<file path="config.mk">
export PLATFORM = sky130hd
export DESIGN_NAME = pps_top
export DESIGN_NICKNAME = d
export VERILOG_FILES = /design/src/core/pps_pkg.sv /design/src/core/pps_tick_cnt.sv /design/src/core/pps_top.sv
export VERILOG_INCLUDE_DIRS = /design/src /design/src/core
export SDC_FILE = /design/constraint.sdc
export NUM_CORES = 1
export LEC_CHECK = 0
export BUFFER_PORTS_ARGS = -buffer_cell sky130_fd_sc_hd__buf_2
export CAP_MARGIN = 10
export CELL_PAD_IN_SITES_DETAIL_PLACEMENT = 0
export CELL_PAD_IN_SITES_GLOBAL_PLACEMENT = 1
export CORE_MARGIN = 8
export CORE_UTILIZATION = 45
export CTS_CLUSTER_SIZE = 10
export DETAILED_ROUTE_END_ITERATION = 8
export GPL_TIMING_DRIVEN = 0
export PLACE_DENSITY_LB_ADDON = 0.3
export SETUP_SLACK_MARGIN = 0.1
export SLEW_MARGIN = 20
export SYNTH_ARGS = -nofsm -noshare
export SYNTH_HDL_FRONTEND = slang
export SYNTH_SLANG_ARGS = --single-unit
</file>
<file path="constraint.sdc">
create_clock -name clk_sys_i -period 4.1 [get_ports clk_sys_i]
set_input_delay 0 -clock clk_sys_i [delete_from_list [all_inputs] [get_ports clk_sys_i]]
set_output_delay 0 -clock clk_sys_i [all_outputs]
set_load 0.02 [all_outputs]
</file>
<file path="src/core/pps_defines.svh">
// Bit positions, register indices and reset values for the serial load and resync block
`ifndef PPS_DEFINES_SVH
`define PPS_DEFINES_SVH

// ----------------------------------------
// Word layout and destination decode
// ----------------------------------------
`define PPS_WORD_W 32
`define PPS_ADDR_HI 2
`define PPS_ADDR_LO 0
`define PPS_NUM_REGS 6
`define PPS_IDX_FREQ 3'h0
`define PPS_IDX_MOD 3'h1
`define PPS_IDX_DITH 3'h2
`define PPS_IDX_DIV 3'h3
`define PPS_IDX_PWR 3'h4
`define PPS_REG_RST 32'h0000_0000

// ----------------------------------------
// Field positions
// ----------------------------------------
`define PPS_CNT_W 12
`define PPS_MODE_HI 16
`define PPS_MODE_LO 15
`define PPS_MODE_RESYNC 2'h2
`define PPS_MODE_FASTLOCK 2'h1
`define PPS_DIV_HI 14
`define PPS_DIV_LO 3
`define PPS_MOD_HI 14
`define PPS_MOD_LO 3
`define PPS_PHASE_HI 26
`define PPS_PHASE_LO 15
`define PPS_DITHER_BIT 29
`define PPS_PWR_HI 4
`define PPS_PWR_LO 3

`endif

</file>
<file path="src/core/pps_pkg.sv">
// Types shared by the serial load and resync block
package pps_pkg;
   // Progress of phase realignment after a frequency commit
   typedef enum logic [1:0] {PPS_RS_IDLE, PPS_RS_FIRST, PPS_RS_SECOND} pps_realign_t;
endpackage

</file>
<file path="src/core/pps_tick_cnt.sv">
// Wrapping tick counter with load-free clear, used for the sync and fast-lock timers
`include "pps_defines.svh"
module pps_tick_cnt
(
   input wire logic clk_sys_i, // System clock
   input wire logic sys_rst_i, // Async reset, high
   input wire logic clr_i, // Restart count at zero
   input wire logic en_i, // Count one tick
   input wire logic [`PPS_CNT_W-1:0] limit_i, // Ticks per wrap, zero acts as one
   output logic wrap_o, // High on the tick that ends a span
   output logic [`PPS_CNT_W-1:0] count_o // Current count
);
   logic [`PPS_CNT_W-1:0] last; // Terminal count

   // ----------------------------------------
   // Terminal value and wrap
   // ----------------------------------------
   // Zero limit would otherwise wrap only after 4096 ticks, so it is folded onto one
   assign last = (limit_i == 12'h000) ? 12'h000 : limit_i - 12'h001;
   // Clear wins over the tick so a restart never emits a stray wrap
   assign wrap_o = en_i & ~clr_i & (count_o == last);

   // Count register
   always_ff @(posedge clk_sys_i or posedge sys_rst_i)
   begin
      if (sys_rst_i)
         count_o <= 12'h000;
      else if (clr_i)
         count_o <= 12'h000;
      else if (wrap_o)
         count_o <= 12'h000;
      else if (en_i)
         count_o <= count_o + 12'h001;
   end
endmodule

</file>
<file path="src/core/pps_top.sv">
// Serial word loader with phase resync timer, fast-lock timer and phase/power fields
//
// Overview of operation
// - Shift one data bit per rising serial clock while the strobe is low
// - Strobe rise commits 32 shifted bits to latch
// - Mode field pattern 1,0 enables resync
// - Sync pulse every divider times modulus periods
// - Divider taken from bits 14 to 3
// - Modulus taken from second register bits 14:3
// - Realign on second sync after commit
// - Phase word sets output phase steps
// - Dither off seeds modulator with phase word
// - Output power from fifth register bits 4:3
// - Mode pattern 0,1 runs fast-lock timer
`include "pps_defines.svh"
module pps_top
(
   input wire logic clk_sys_i, // 50 MHz system clock
   input wire logic sys_rst_i, // Async reset, high
   input wire logic ser_clk_i, // Serial clock pin
   input wire logic ser_data_i, // Serial data pin
   input wire logic latch_strobe_i, // Latch strobe pin
   input wire logic phase_detector_ref_i, // Phase detector reference clock pin
   output logic sync_pulse_o, // One-cycle sync pulse
   output logic phase_realign_o, // One-cycle realign command
   output logic fast_lock_o, // Wide bandwidth active
   output logic resync_en_o, // Resync mode selected
   output logic [11:0] phase_word_o, // Output phase word
   output logic [11:0] sdm_seed_o, // Sigma delta modulator seed
   output logic [1:0] out_power_o // Output power select
);
   // ----------------------------------------
   // Pin synchronisers
   // ----------------------------------------
   logic [3:0] pin_q1; // First stages, read by second stages only
   logic [3:0] pin_q2; // Second stages
   logic [3:0] pin_q3; // Delayed copy for edge finding

   always_ff @(posedge clk_sys_i or posedge sys_rst_i)
   begin
      if (sys_rst_i)
      begin
         pin_q1 <= 4'h0;
         pin_q2 <= 4'h0;
         pin_q3 <= 4'h0;
      end
      else
      begin
         pin_q1 <= {phase_detector_ref_i, latch_strobe_i, ser_data_i, ser_clk_i};
         pin_q2 <= pin_q1;
         pin_q3 <= pin_q2;
      end
   end

   logic sclk_rise; // Serial clock rising edge
   logic strobe_rise; // Strobe rising edge
   logic pd_tick; // One phase detector period
   assign sclk_rise = pin_q2[0] & ~pin_q3[0];
   assign strobe_rise = pin_q2[2] & ~pin_q3[2];
   assign pd_tick = pin_q2[3] & ~pin_q3[3];

   // ----------------------------------------
   // Shift register and latches
   // ----------------------------------------
   logic [31:0] shift_reg; // Incoming word
   logic [31:0] ctrl_reg [`PPS_NUM_REGS]; // Committed latches
   logic [2:0] dest; // Destination of the shifted word
   logic dest_ok; // Destination is defined
   logic freq_commit; // Frequency word committed
   assign dest = shift_reg[`PPS_ADDR_HI:`PPS_ADDR_LO];
   assign dest_ok = (dest < 3'(`PPS_NUM_REGS));
   assign freq_commit = strobe_rise & (dest == `PPS_IDX_FREQ);

   // Shift only while the strobe is low, first bit lands at the top
   always_ff @(posedge clk_sys_i or posedge sys_rst_i)
   begin
      if (sys_rst_i)
         shift_reg <= 32'h0000_0000;
      else if (sclk_rise & ~pin_q2[2])
         shift_reg <= {shift_reg[30:0], pin_q2[1]};
   end

   // Commit on strobe rise; undefined destinations leave every latch alone
   always_ff @(posedge clk_sys_i or posedge sys_rst_i)
   begin
      if (sys_rst_i)
      begin
         for (int i = 0; i < `PPS_NUM_REGS; i++)
            ctrl_reg[i] <= `PPS_REG_RST;
      end
      else if (strobe_rise & dest_ok)
         ctrl_reg[dest] <= shift_reg;
   end

   // ----------------------------------------
   // Field decode
   // ----------------------------------------
   logic [1:0] mode; // Resync or fast-lock select
   logic [11:0] clk_div; // Interval divider
   logic [11:0] frac_mod; // Fractional modulus
   logic [11:0] phase_word; // Programmed phase
   logic resync_on; // Resync mode active
   assign mode = ctrl_reg[`PPS_IDX_DIV][`PPS_MODE_HI:`PPS_MODE_LO];
   assign clk_div = ctrl_reg[`PPS_IDX_DIV][`PPS_DIV_HI:`PPS_DIV_LO];
   assign frac_mod = ctrl_reg[`PPS_IDX_MOD][`PPS_MOD_HI:`PPS_MOD_LO];
   assign phase_word = ctrl_reg[`PPS_IDX_MOD][`PPS_PHASE_HI:`PPS_PHASE_LO];
   assign resync_on = (mode == `PPS_MODE_RESYNC);

   // ----------------------------------------
   // Sync interval timer
   // ----------------------------------------
   // Two cascaded counters avoid a 24-bit product in the datapath
   logic restart; // Clear the sync timer
   logic mod_wrap; // One modulus worth of periods
   logic sync_evt; // Interval complete
   assign restart = freq_commit | ~resync_on;

   pps_tick_cnt u_mod_cnt
   (
      .clk_sys_i(clk_sys_i),
      .sys_rst_i(sys_rst_i),
      .clr_i(restart),
      .en_i(pd_tick & resync_on),
      .limit_i(frac_mod),
      .wrap_o(mod_wrap),
      .count_o()
   );

   pps_tick_cnt u_div_cnt
   (
      .clk_sys_i(clk_sys_i),
      .sys_rst_i(sys_rst_i),
      .clr_i(restart),
      .en_i(mod_wrap),
      .limit_i(clk_div),
      .wrap_o(sync_evt),
      .count_o()
   );

   // Realign tracker: first pulse after commit is skipped
   pps_pkg::pps_realign_t rs_state; // Realign progress
   always_ff @(posedge clk_sys_i or posedge sys_rst_i)
   begin
      if (sys_rst_i)
         rs_state <= pps_pkg::PPS_RS_IDLE;
      else if (~resync_on)
         rs_state <= pps_pkg::PPS_RS_IDLE;
      else if (freq_commit)
         rs_state <= pps_pkg::PPS_RS_FIRST;
      else if (sync_evt)
      begin
         unique case (rs_state)
            pps_pkg::PPS_RS_IDLE: rs_state <= pps_pkg::PPS_RS_IDLE;
            pps_pkg::PPS_RS_FIRST: rs_state <= pps_pkg::PPS_RS_SECOND;
            pps_pkg::PPS_RS_SECOND: rs_state <= pps_pkg::PPS_RS_IDLE;
         endcase
      end
   end

   // Registered pulses
   always_ff @(posedge clk_sys_i or posedge sys_rst_i)
   begin
      if (sys_rst_i)
      begin
         sync_pulse_o <= 1'b0;
         phase_realign_o <= 1'b0;
      end
      else
      begin
         sync_pulse_o <= sync_evt;
         phase_realign_o <= sync_evt & ~freq_commit & (rs_state == pps_pkg::PPS_RS_SECOND);
      end
   end

   // ----------------------------------------
   // Fast-lock timer
   // ----------------------------------------
   logic fl_end; // Wide bandwidth span over
   pps_tick_cnt u_fl_cnt
   (
      .clk_sys_i(clk_sys_i),
      .sys_rst_i(sys_rst_i),
      .clr_i(freq_commit | ~fast_lock_o),
      .en_i(pd_tick & fast_lock_o),
      .limit_i(clk_div),
      .wrap_o(fl_end),
      .count_o()
   );

   // New frequency in fast-lock mode opens the wide bandwidth window
   always_ff @(posedge clk_sys_i or posedge sys_rst_i)
   begin
      if (sys_rst_i)
         fast_lock_o <= 1'b0;
      else if (freq_commit & (mode == `PPS_MODE_FASTLOCK))
         fast_lock_o <= 1'b1;
      else if (fl_end | (mode != `PPS_MODE_FASTLOCK))
         fast_lock_o <= 1'b0;
   end

   // ----------------------------------------
   // Phase, seed and power outputs
   // ----------------------------------------
   always_ff @(posedge clk_sys_i or posedge sys_rst_i)
   begin
      if (sys_rst_i)
      begin
         resync_en_o <= 1'b0;
         phase_word_o <= 12'h000;
         sdm_seed_o <= 12'h000;
         out_power_o <= 2'h0;
      end
      else
      begin
         resync_en_o <= resync_on;
         phase_word_o <= phase_word;
         // With dither on the seed is unused, so it is parked at zero
         sdm_seed_o <= ctrl_reg[`PPS_IDX_DITH][`PPS_DITHER_BIT] ? 12'h000 : phase_word;
         out_power_o <= ctrl_reg[`PPS_IDX_PWR][`PPS_PWR_HI:`PPS_PWR_LO];
      end
   end

   logic [23:0] h_ticks; // Periods since last sync or restart
   logic h_dirty; // Divider or modulus changed mid-span
   logic [1:0] h_syncs; // Syncs since last commit, 3 when not armed
   logic [11:0] h_fl; // Periods spent in fast lock
   always_ff @(posedge clk_sys_i or posedge sys_rst_i)
   begin
      if (sys_rst_i)
      begin
         h_ticks <= 24'h00_0000;
         h_dirty <= 1'b0;
         h_syncs <= 2'h3;
         h_fl <= 12'h000;
      end
      else
      begin
         if (restart | sync_evt)
            h_ticks <= 24'h00_0000;
         else if (pd_tick)
            h_ticks <= h_ticks + 24'h00_0001;
         if (restart | sync_evt)
            h_dirty <= 1'b0;
         else if (strobe_rise & ((dest == `PPS_IDX_MOD) | (dest == `PPS_IDX_DIV)))
            h_dirty <= 1'b1;
         // Leaving resync drops the tracker too, so parked at 3 no realign is due
         if (~resync_on)
            h_syncs <= 2'h3;
         else if (freq_commit)
            h_syncs <= 2'h0;
         else if (sync_evt & (h_syncs != 2'h3))
            h_syncs <= h_syncs + 2'h1;
         if (~fast_lock_o | freq_commit)
            h_fl <= 12'h000;
         else if (pd_tick)
            h_fl <= h_fl + 12'h001;
      end
   end
endmodule
</file>
==> results.md, run 1 <==
* Status: finished clean
* Syn_nets at 683
* Die Wd at 144 um
* Min-Delay Path Class: in2async
* Die area at 20800 um^2
* Initial Util at 45.3%
* Num rows at 47
* Leading cell types by total area after synthesis: dfrtp_1, mux2_2, nand3_1, xnor2_1, nand2_1
* Area of the multi-input gates at 3490 um^2
* Routability congestion estimate at 0.852
* Clock H-tree levels at 4
* Worst-Skew Late Latency at 0.42 ns
* Post-Synthesis Cells at 672
* # setup viols final at 0
* Peak VDD IR at 0.330 mV
* Clock sinks at 150
* Post-synthesis sequential area ratio at 50.7%
* First-pass iteration count of the detailed router at 4
* I/O pin cnt at 36
* Gr usage total at 17.2%
* Maximum clock insertion buffer count at 2
* Routed wire per std cell at 17.2 um
* Die Ht at 144 um
* CP startpoint: ctrl_reg[131]
* DRT Wirelength at 16600 um
* CP Launch Type: flip-flop
* Gr ovfl total at 0
* DP HPWL at 12200 um
* Non-filler cells, final at 969
* Number of synthesized register bits at 150
* FF/Latch Area at 3750 um^2
* Syn_area_per_cell at 11.0 um^2
* Worst-Margin Slew at 0.809 ns
* Crit path setup slack, layout at 0.321 ns
* RR Startpoint: ctrl_reg[131]
* ANT nets after route at 0
* RSZ-0062 raised after global routing: no
* Placed Cells at 932
* DRC Markers at 0
* Maximum achievable frequency at 0.265 GHz
* DR iter-0 viols at 418
* Leak Pwr at 3.99 nW
* TritonCTS Buffers at 17
* CTS tree: done
* Root Driver: clkbuf_16
* Max reg flops at 30
* NumNets Final at 747
* ANT cells at 0
* Area leader, netlist: dfrtp_1
* Hold slack at 0.127 ns
* Clk slew on worst S/H paths at 0.07 ns
* Cell Area, Placed at 7980 um^2
* Initial antenna violation count at 0
* WP data required at 4.44 ns
* Flop2flop setup slack at 0.32 ns
* First-pass GRT wire length at 28200 um
* Gr busiest metal: met2
* Core area at 16300 um^2
* Yosys warning count at 0
* Setup Skew at 0.00731 ns
* Final hold vios at 0
* Top-area cell type share of the netlist area at 50.7%
* Design Area, Final at 8670 um^2
* Setup bufs post-CTS at 0
* Post-synth ARST share at 100%
* Number of synthesized flops with an enable pin at 0
* Unique masters post-synth at 74
* Met1 global-route usage at 22.3%
* Largest net degree at the start of global routing at 34
* Slew Limit Fails at 0
* GR Layer Usage met2 at 28.5%
* Vias per Instance at 5.66
* Number of global-route vias before repair at 5531
* Post-placement setup slack at -0.171 ns
* Layout cell share with drive strength beyond 1 at 23.8%
* Max-Cap Viols at 0
* Critical-path maximum fanout at 10
* PwrDens at 582 nW/um^2
* Vias after detailed routing at 5483
* Number of port buffers at 35
* CP Capture Type: flip-flop
* WP data arrival at 4.12 ns
* Synth Cell Area at 7410 um^2
* Final period util at 92.2%
* WS Path Type: reg2reg
* Fillers at 1456
* Met3 usage at 3.37%
* Period minus WS final at 3.78 ns
* Worst slew margin at 45.7%
* Commonest register cell after synthesis: dfrtp_1
* Area grow syn2layout at 17.1%
-- cells by family (layout without fill, tap and decap cells) --
| family | count (synthesis) | after routing | synth area share [%] |
|---|---|---|---|
| muxes | 72 | 72 | 10.9 |
| xor gates and xnor gates | 39 | 39 | 5.00 |
| buffers and inverters | 49 | 126 | 2.79 |
| AOI/OAI and AO/OA | 125 | 125 | 11.8 |
| and+or+nand+nor | 232 | 232 | 17.9 |
| DFF | 150 | 150 | 50.7 |
| adders and majority gates | 5 | 5 | 0.845 |
-- metrics by stage --
step / setup TNS (ns) / utilization, % / total power [W]
2_1_floorplan: 0 / - / 0.00304
4_1_cts: 0 / 52.8 / 0.00504
3_5_place_dp: -1.40 / 48.8 / 0.00344
6_report: 0 / 53.1 / 0.00505
3_3_place_gp: -0.316 / 48.1 / 0.00338
5_1_grt: 0 / 53.1 / 0.00535
-- path summary, 6_finish.rpt --
path / to / cells after the start
max in group asynchronous: shift_reg[28] / 6
worst max-delay path: u_div_cnt.count_o[3] / 11
worst max register to register: u_div_cnt.count_o[3] / 11
worst min-delay path: out_power_o[1] / 3
worst min register to register: pin_q2[3] / 0
min in group clk_sys_i: pin_q1[2] / 2
-- cells in the final DEF, fill, tap and decap left out, types with 6 or more instances in the layout --
cell type and instances:
or3_1 10, inv_1 7, nor2_1 23, a31oi_1 8, or4_1 12, o21ai_0 24, xnor2_1 21, nor2b_1 20
mux2_2 71, and3_1 13, nand2_1 39, nand2b_1 8, nor4_1 6, nor3_1 16, clkbuf_1 31, a21oi_1 26
dfrtp_1 150, xor2_1 16, nor3b_1 6, clkbuf_16 17, a2bb2oi_1 8, a22o_1 6, buf_2 41, nand3_1 38
-- layer usage --
metal / share of wire (%) / vias to the layer above / routed length [um]
li1: - / 2627 / -
met2: 50 / 102 / 8250
met5: 0 / - / 0
met4: 1.3 / 0 / 209
met1: 45 / 2738 / 7570
met3: 3.7 / 16 / 610
-- power by group --
part | leakage [nW] | total, W | internal [W] | switching, W
clock | 0.290 | 0.00156 | 0.000882 | 0.000674
combinational | 1.65 | 0.00181 | 0.000797 | 0.00102
sequential | 2.05 | 0.00168 | 0.00157 | 0.000107
-- worst max-delay path: stages (launching register included) --
cell and delay [ns]:
dfrtp_1 0.45, inv_1 0.10, ha_1 0.25, or4b_4 0.54, or4_4 0.50, a221o_1 0.37
a32oi_2 0.26, and4_4 0.27, nand4_2 0.15, buf_6 0.20, or4_1 0.46, a21oi_1 0.16
-- layout make-up --
class                           count  area share, %
Buffer                             41           2.05
Clock buffer                       18           5.06
Clock inverter                     14           1.85
Inverter                            8          0.389
Multi-Input combinational cell    473           40.3
Sequential cell                   150           43.3
Tap cell                          220           3.17
Timing Repair Buffer               45           3.92
-- repair_timing --
action | in CTS | in global routing
endpoints found under the setup margin | 15 | 33
resized for setup | 2 | 9
hold endpoints to repair | 40 | 0
pin swaps | 0 | 1
hold buffers | 5 | 0
gates cloned | 0 | 0
-- cells in the mapped netlist (all sizes together), types with 8 or more instances --
master	number
a21oi	27
xnor2	21
xor2	16
nor2b	20
mux2	71
or4	13
clkbuf	32
nor3	18
nand2b	8
nor2	23
a31oi	8
dfrtp	150
buf	9
nand3	38
and3	13
nand2	39
or3	11
o21ai	29
a2bb2oi	8
nor4	9
inv	8
Note: power is estimated with default switching activity, not from simulation.
==> run 2: changes to the inputs <==
- CORE_ASPECT_RATIO: unset -> 0.8
==> run 2 against run 1 <==
  * Worst setup slack lost 0.038 ns
  * Clock power about the same
  * Final cell count fell by 0.10%
  * Clock-buffer cell count unchanged
  * First-iteration DRC count down 35%
  * Die area rose by 0.12%
  * Total power fell by 0.20%
  * Critical path type unchanged
  * Largest power group unchanged
  * Highest routed layer unchanged
==> results.md, run 2 (same netlist as run 1, synthesis figures left out) <==
* Clk network pwr share at 30.8% (about the same)
* Routability congestion estimate at 0.835 (-2.1%)
* Number of global-route vias before repair at 5364 (-3.0%)
* CP Capture Type: flip-flop
* ANT nets after route at 0 (unchanged)
* Setup bufs post-CTS at 0 (unchanged)
* Critical-path maximum fanout at 10 (unchanged)
* Clock H-tree levels at 4 (unchanged)
* WP data required at 4.44 ns (about the same)
* CP Launch Type: flip-flop
* ANT cells at 0 (unchanged)
* Slew Limit Fails at 0 (unchanged)
* WP data arrival at 4.16 ns (+0.04 ns)
* Largest net degree at the start of global routing at 36 (+5.9%)
* Final period util at 93.1% (+0.92 points)
* DRC Markers at 0 (unchanged)
* Commonest non-fill, non-tap cell in the layout: dfrtp_1
* DRT Wirelength at 16800 um (+0.99%)
* Peak VDD IR at 0.371 mV (+12%)
* Core area at 16300 um^2 (about the same)
* Die Wd at 159 um (+10%)
* Initial Util at 45.3% (about the same)
* DP HPWL at 12200 um (-0.23%)
* Period minus WS final at 3.82 ns (+0.0378 ns)
* Clk slew on worst S/H paths at 0.06 ns (about the same)
* Num rows at 42 (-11%)
* NumNets Final at 746 (-0.13%)
* Leak Pwr at 3.98 nW (-0.23%)
* # setup viols final at 0 (unchanged)
* Area of the multi-input gates at 3480 um^2 (-0.39%)
* Min-Delay Path Class: in2async
* Gr usage total at 16.8% (-0.45 points)
* CTS tree: done
* First-pass iteration count of the detailed router at 4 (unchanged)
* Routed wire per std cell at 17.4 um (+1.1%)
* Finished Core Util at 52.8% (-0.30 points)
* Area grow syn2layout at 16.4%
* Vias after detailed routing at 5493 (+0.18%)
* Most frequent cells in the layout: dfrtp_1, mux2_2, buf_2
* Seq pwr share at 33.4% (about the same)
* Crit path setup slack, layout at 0.283 ns (-0.0378 ns)
* Maximum clock insertion buffer count at 2 (unchanged)
* WS Path Type: reg2reg
* RSZ-0062 raised after global routing: no
* Post-placement setup slack at -0.238 ns (-0.0671 ns)
* First-pass GRT wire length at 28000 um (-0.88%)
* Worst slew margin at 44.9% (-0.79 points)
* Worst-Skew Late Latency at 0.42 ns (about the same)
* Layout cell share with drive strength beyond 1 at 23.4% (-0.37 points)
* Vias per Instance at 5.67 (+0.29%)
* Placed Cells at 931 (-0.11%)
* Initial antenna violation count at 0 (unchanged)
* DR iter-0 viols at 272 (-35%)
* Comb pwr share at 35.7% (-0.2 points)
* PwrDens at 585 nW/um^2 (+0.39%)
* Setup Skew at 0.00791 ns (+0.000598 ns)
* Fillers at 1432 (-1.6%)
* Maximum achievable frequency at 0.262 GHz (-0.99%)
* TritonCTS Buffers at 17 (unchanged)
* Die area at 20800 um^2 (+0.12%)
* I/O pin cnt at 36 (unchanged)
* Root Driver: clkbuf_16
* Clock sinks at 150 (unchanged)
* Max reg flops at 30 (unchanged)
* Status: finished clean
* Final hold vios at 0 (unchanged)
* FF/Latch Area at 3750 um^2 (unchanged)
* NetSw at 0.00181 W (+0.57%)
* Die Ht at 131 um (-9.4%)
* Switching part of the total power at 35.9% (+0.28 points)
* Number of port buffers at 35 (unchanged)
* Worst-Margin Slew at 0.818 ns (+0.00946 ns)
* Flop2flop setup slack at 0.28 ns (-0.04 ns)
* Non-filler cells, final at 968 (-0.10%)
* Max-Cap Viols at 0 (unchanged)
* Gr ovfl total at 0 (unchanged)
* Int Power at 0.00323 W (-0.63%)
[run 2: per-layer routing]
metal  GRT usage [%]  routed length, um  vias to the layer above
met5               0                  0                        -
met4            4.59                106                        0
li1                -                  -                     2629
met2            25.1               7450                      109
met1            23.5               8440                     2746
met3            4.82                808                        9
[run 2: power by group through the flow]
| stage | Clock [W] | Sequential [W] | Combinational (W) |
|---|---|---|---|
| floorplan | 0 | 0.00168 | 0.00137 |
| global placement | 0 | 0.00170 | 0.00169 |
| detailed placement | 0 | 0.00171 | 0.00173 |
| CTS | 0.00160 | 0.00168 | 0.00177 |
| global route | 0.00165 | 0.00170 | 0.00197 |
| finish | 0.00155 | 0.00168 | 0.00180 |
[run 2: worst max-delay path, stage by stage (launching register included)]
cell and delay [ns]:
dfrtp_1 0.46, inv_1 0.10, ha_1 0.25, or4b_4 0.53, or4_4 0.50, a221o_1 0.36
a32oi_1 0.27, and4_1 0.29, nand4_2 0.16, buf_6 0.20, or4_1 0.46, a21oi_1 0.15
[run 2: final timing paths]
check,start,end,depth (start not counted)
max,ctrl_reg[131],u_div_cnt.count_o[3],11
max in group asynchronous,sys_rst_i,ctrl_reg[142],5
min reg2reg,pin_q1[1],pin_q2[1],0
min,sys_rst_i,u_fl_cnt.count_o[6],3
min in group clk_sys_i,ser_clk_i,pin_q1[0],2
max reg2reg,ctrl_reg[131],u_div_cnt.count_o[3],11
[run 2: area by class of cell]
cell class,count,area share [%]
multi-input combinational,473,40.4
tap,220,3.19
sequential,150,43.5
inverter,8,0.392
timing repair buffer,44,3.54
buffer,41,2.07
clock inverter,14,1.81
clock buffer,18,5.09
[run 2: metrics by stage]
stage / TNS, ns / cell area (um^2) / power, W / hold slack (ns)
6_report: 0 / 8620 / 0.00504 / 0.206
5_1_grt: 0 / 8620 / 0.00532 / 0.205
4_1_cts: 0 / 8610 / 0.00506 / 0.190
3_5_place_dp: -2.91 / 7940 / 0.00344 / 0.112
3_3_place_gp: -0.955 / 7860 / 0.00339 / 0.110
2_1_floorplan: 0 / 7410 / 0.00304 / 0.0314
[run 2: what timing repair did]
item / in CTS / in global routing
pin swaps: 0 / 1
resized for setup: 4 / 5
setup endpoints to repair: 27 / 24
hold buffers: 5 / 0
endpoints found under the hold margin: 28 / 0
==> run 3: changes to the inputs <==
- CORE_UTILIZATION: 45 -> 46
- CTS_BUF_LIST: unset -> sky130_fd_sc_hd__clkbuf_8
==> run 3 against run 2 <==
  * First-iteration DRC count is 15% higher
  * Final cell count is 0.31% lower
  * Sequential power is essentially flat
  * Core utilization up 1.3 points
  * Wire length up 2.3%
  * Global-route usage is 0.97 points higher
  * Sequential share of layout area is 0.60 points higher
  * Worst hold slack lost 0.10 ns
  * Via count rose by 1.5%
  * Critical path type unchanged
==> results.md, run 3 (same netlist as run 1, synthesis figures left out) <==
* Number of global-route vias before repair at 5543 (+3.3%)
* DRT Wirelength at 17200 um (+2.3%)
* Total Power at 0.00479 W (-5.0%)
* Area grow syn2layout at 14.9%
* Clock H-tree levels at 4 (unchanged)
* Worst slew margin at 39.3% (-5.6 points)
* NumNets Final at 748 (+0.27%)
* Final TNS setup at 0 ns (unchanged)
* Min-Delay Path Class: in2async
* TritonCTS Buffers at 17 (unchanged)
* Final period util at 92.0% (-1.1 points)
* ANT cells at 0 (unchanged)
* Die Ht at 129 um (-0.96%)
* Worst-Margin Slew at 0.904 ns (+0.0857 ns)
* Initial antenna violation count at 0 (unchanged)
* Root Driver: clkbuf_8
* Gr usage total at 17.8% (+0.97 points)
* CP Capture Type: flip-flop
* Final hold vios at 0 (unchanged)
* RSZ-0062 raised after global routing: no
* Initial Util at 47.0% (+1.7 points)
* Commonest non-fill, non-tap cell in the layout: dfrtp_1
* RR Startpoint: ctrl_reg[131]
* Layout cell share with drive strength beyond 1 at 24.3% (+0.87 points)
* Fillers at 1363 (-4.8%)
* I/O pin cnt at 36 (unchanged)
* Die area at 20400 um^2 (-1.9%)
* Core area at 15700 um^2 (-3.6%)
* WS Path Type: reg2reg
* Number of port buffers at 35 (unchanged)
* Worst-Skew Late Latency at 0.46 ns (+0.04 ns)
* DRC Markers at 0 (unchanged)
* Maximum clock insertion buffer count at 2 (unchanged)
* PwrDens at 563 nW/um^2 (-3.7%)
* Max-Cap Viols at 0 (unchanged)
* Clk slew on worst S/H paths at 0.10 ns (+0.04 ns)
* Maximum achievable frequency at 0.265 GHz (+1.2%)
* Gr ovfl total at 0 (unchanged)
* Period minus WS final at 3.77 ns (-0.0451 ns)
* First-pass GRT wire length at 28600 um (+2.3%)
* WP data required at 4.47 ns (+0.03 ns)
* Routability congestion estimate at 0.894 (+7.1%)
* Die Wd at 158 um (-0.98%)
* ANT nets after route at 0 (unchanged)
* Peak VDD IR at 0.412 mV (+11%)
* Clock sinks at 150 (unchanged)
* CP Launch Type: flip-flop
* # setup viols final at 0 (unchanged)
* Num rows at 41 (-2.4%)
* Status: finished clean
* Setup Skew at 0.0261 ns (+0.0182 ns)
* First-pass iteration count of the detailed router at 5 (+1)
* CP startpoint: ctrl_reg[131]
* Largest net degree at the start of global routing at 37 (+2.8%)
* CTS tree: done
* WP data arrival at 4.15 ns (about the same)
* Routed wire per std cell at 17.8 um (+2.6%)
* Vias per Instance at 5.78 (+1.8%)
* Vias after detailed routing at 5574 (+1.5%)
* DP HPWL at 12300 um (+1.5%)
* Most frequent cells in the layout: dfrtp_1, mux2_2, buf_2
* Leak Pwr at 3.91 nW (-1.6%)
* DR iter-0 viols at 313 (+15%)
* Slew Limit Fails at 0 (unchanged)
* Critical-path maximum fanout at 10 (unchanged)
* Max reg flops at 30 (unchanged)
## run 3: cell types whose count changed in the layout (fill, tap and decap cells not counted), sizes merged
cell | previous run | this run
inv | 15 | 14
clkinvlp | 2 | 3
clkbuf | 50 | 49
buf | 48 | 50
clkinv | 4 | 5
## run 3: per-layer routing
layer | share of wire [%] | track usage, % | routed length, um | up-vias
met3 | 4.4 | 3.69 | 762 | 26
met2 | 44 | 26.3 | 7540 | 120
met5 | 0 | 0 | 0 | -
met1 | 50 | 25.7 | 8650 | 2805
met4 | 1.4 | 5.31 | 237 | 0
li1 | - | - | - | 2623
## run 3: metrics by stage
stage	setup WS, ns	instance area (um^2)	cells	hold slack (ns)	utilization (%)
after floorplan	0.631	7410	672	0.0314	-
after global placement	-0.168	7850	922	0.109	49.9
after detailed placement	-0.211	7970	927	0.0327	50.6
after CTS	0.205	8450	964	0.0826	53.7
after global routing	0.104	8510	965	0.104	54.0
final	0.328	8510	965	0.104	54.0
## run 3: worst paths after layout
check / cells after the start / slack (ns) / endpoint
max in group asynchronous: 6 / 3.08 / rs_state[1]
worst min-delay path: 3 / 0.10 / u_fl_cnt.count_o[3]
worst min register to register: 0 / 0.35 / pin_q2[0]
min in group clk_sys_i: 2 / 0.19 / pin_q1[3]
worst max-delay path: 11 / 0.33 / u_div_cnt.count_o[3]
worst max register to register: 11 / 0.33 / u_div_cnt.count_o[3]
## run 3: layout make-up
| cell class | instances | area (um^2) | share of cell area, % |
|---|---|---|---|
| Clock inverter | 15 | 185 | 2.18 |
| Multi-Input combinational cell | 473 | 3500 | 41.2 |
| Inverter | 8 | 33.8 | 0.397 |
| Clock buffer | 17 | 234 | 2.75 |
| Timing Repair Buffer | 46 | 348 | 4.09 |
| Tap cell | 215 | 269 | 3.16 |
| Buffer | 41 | 179 | 2.10 |
| Sequential cell | 150 | 3750 | 44.1 |
## run 3: where the power goes
group	switching (W)	internal [W]
logic	0.00109	0.000820
clock network	0.000663	0.000520
registers	0.000116	0.00157
## run 3: what timing repair did
item | CTS | global route
buffers inserted | 0 | 1
pin swaps | 0 | 1
hold endpoints to repair | 89 | 0
gates resized for setup | 3 | 13
endpoints found under the setup margin | 28 | 36
hold buffers | 5 | 0
gates cloned | 0 | 0
## run 3: critical path: stages (launching register included)
cell,delay (ns)
dfrtp_1,0.46
inv_1,0.11
ha_2,0.23
or4b_4,0.52
or4_4,0.50
a221o_1,0.36
a32oi_1,0.23
and4_2,0.31
nand4_2,0.15
buf_6,0.20
or4_1,0.47
a21oi_1,0.15
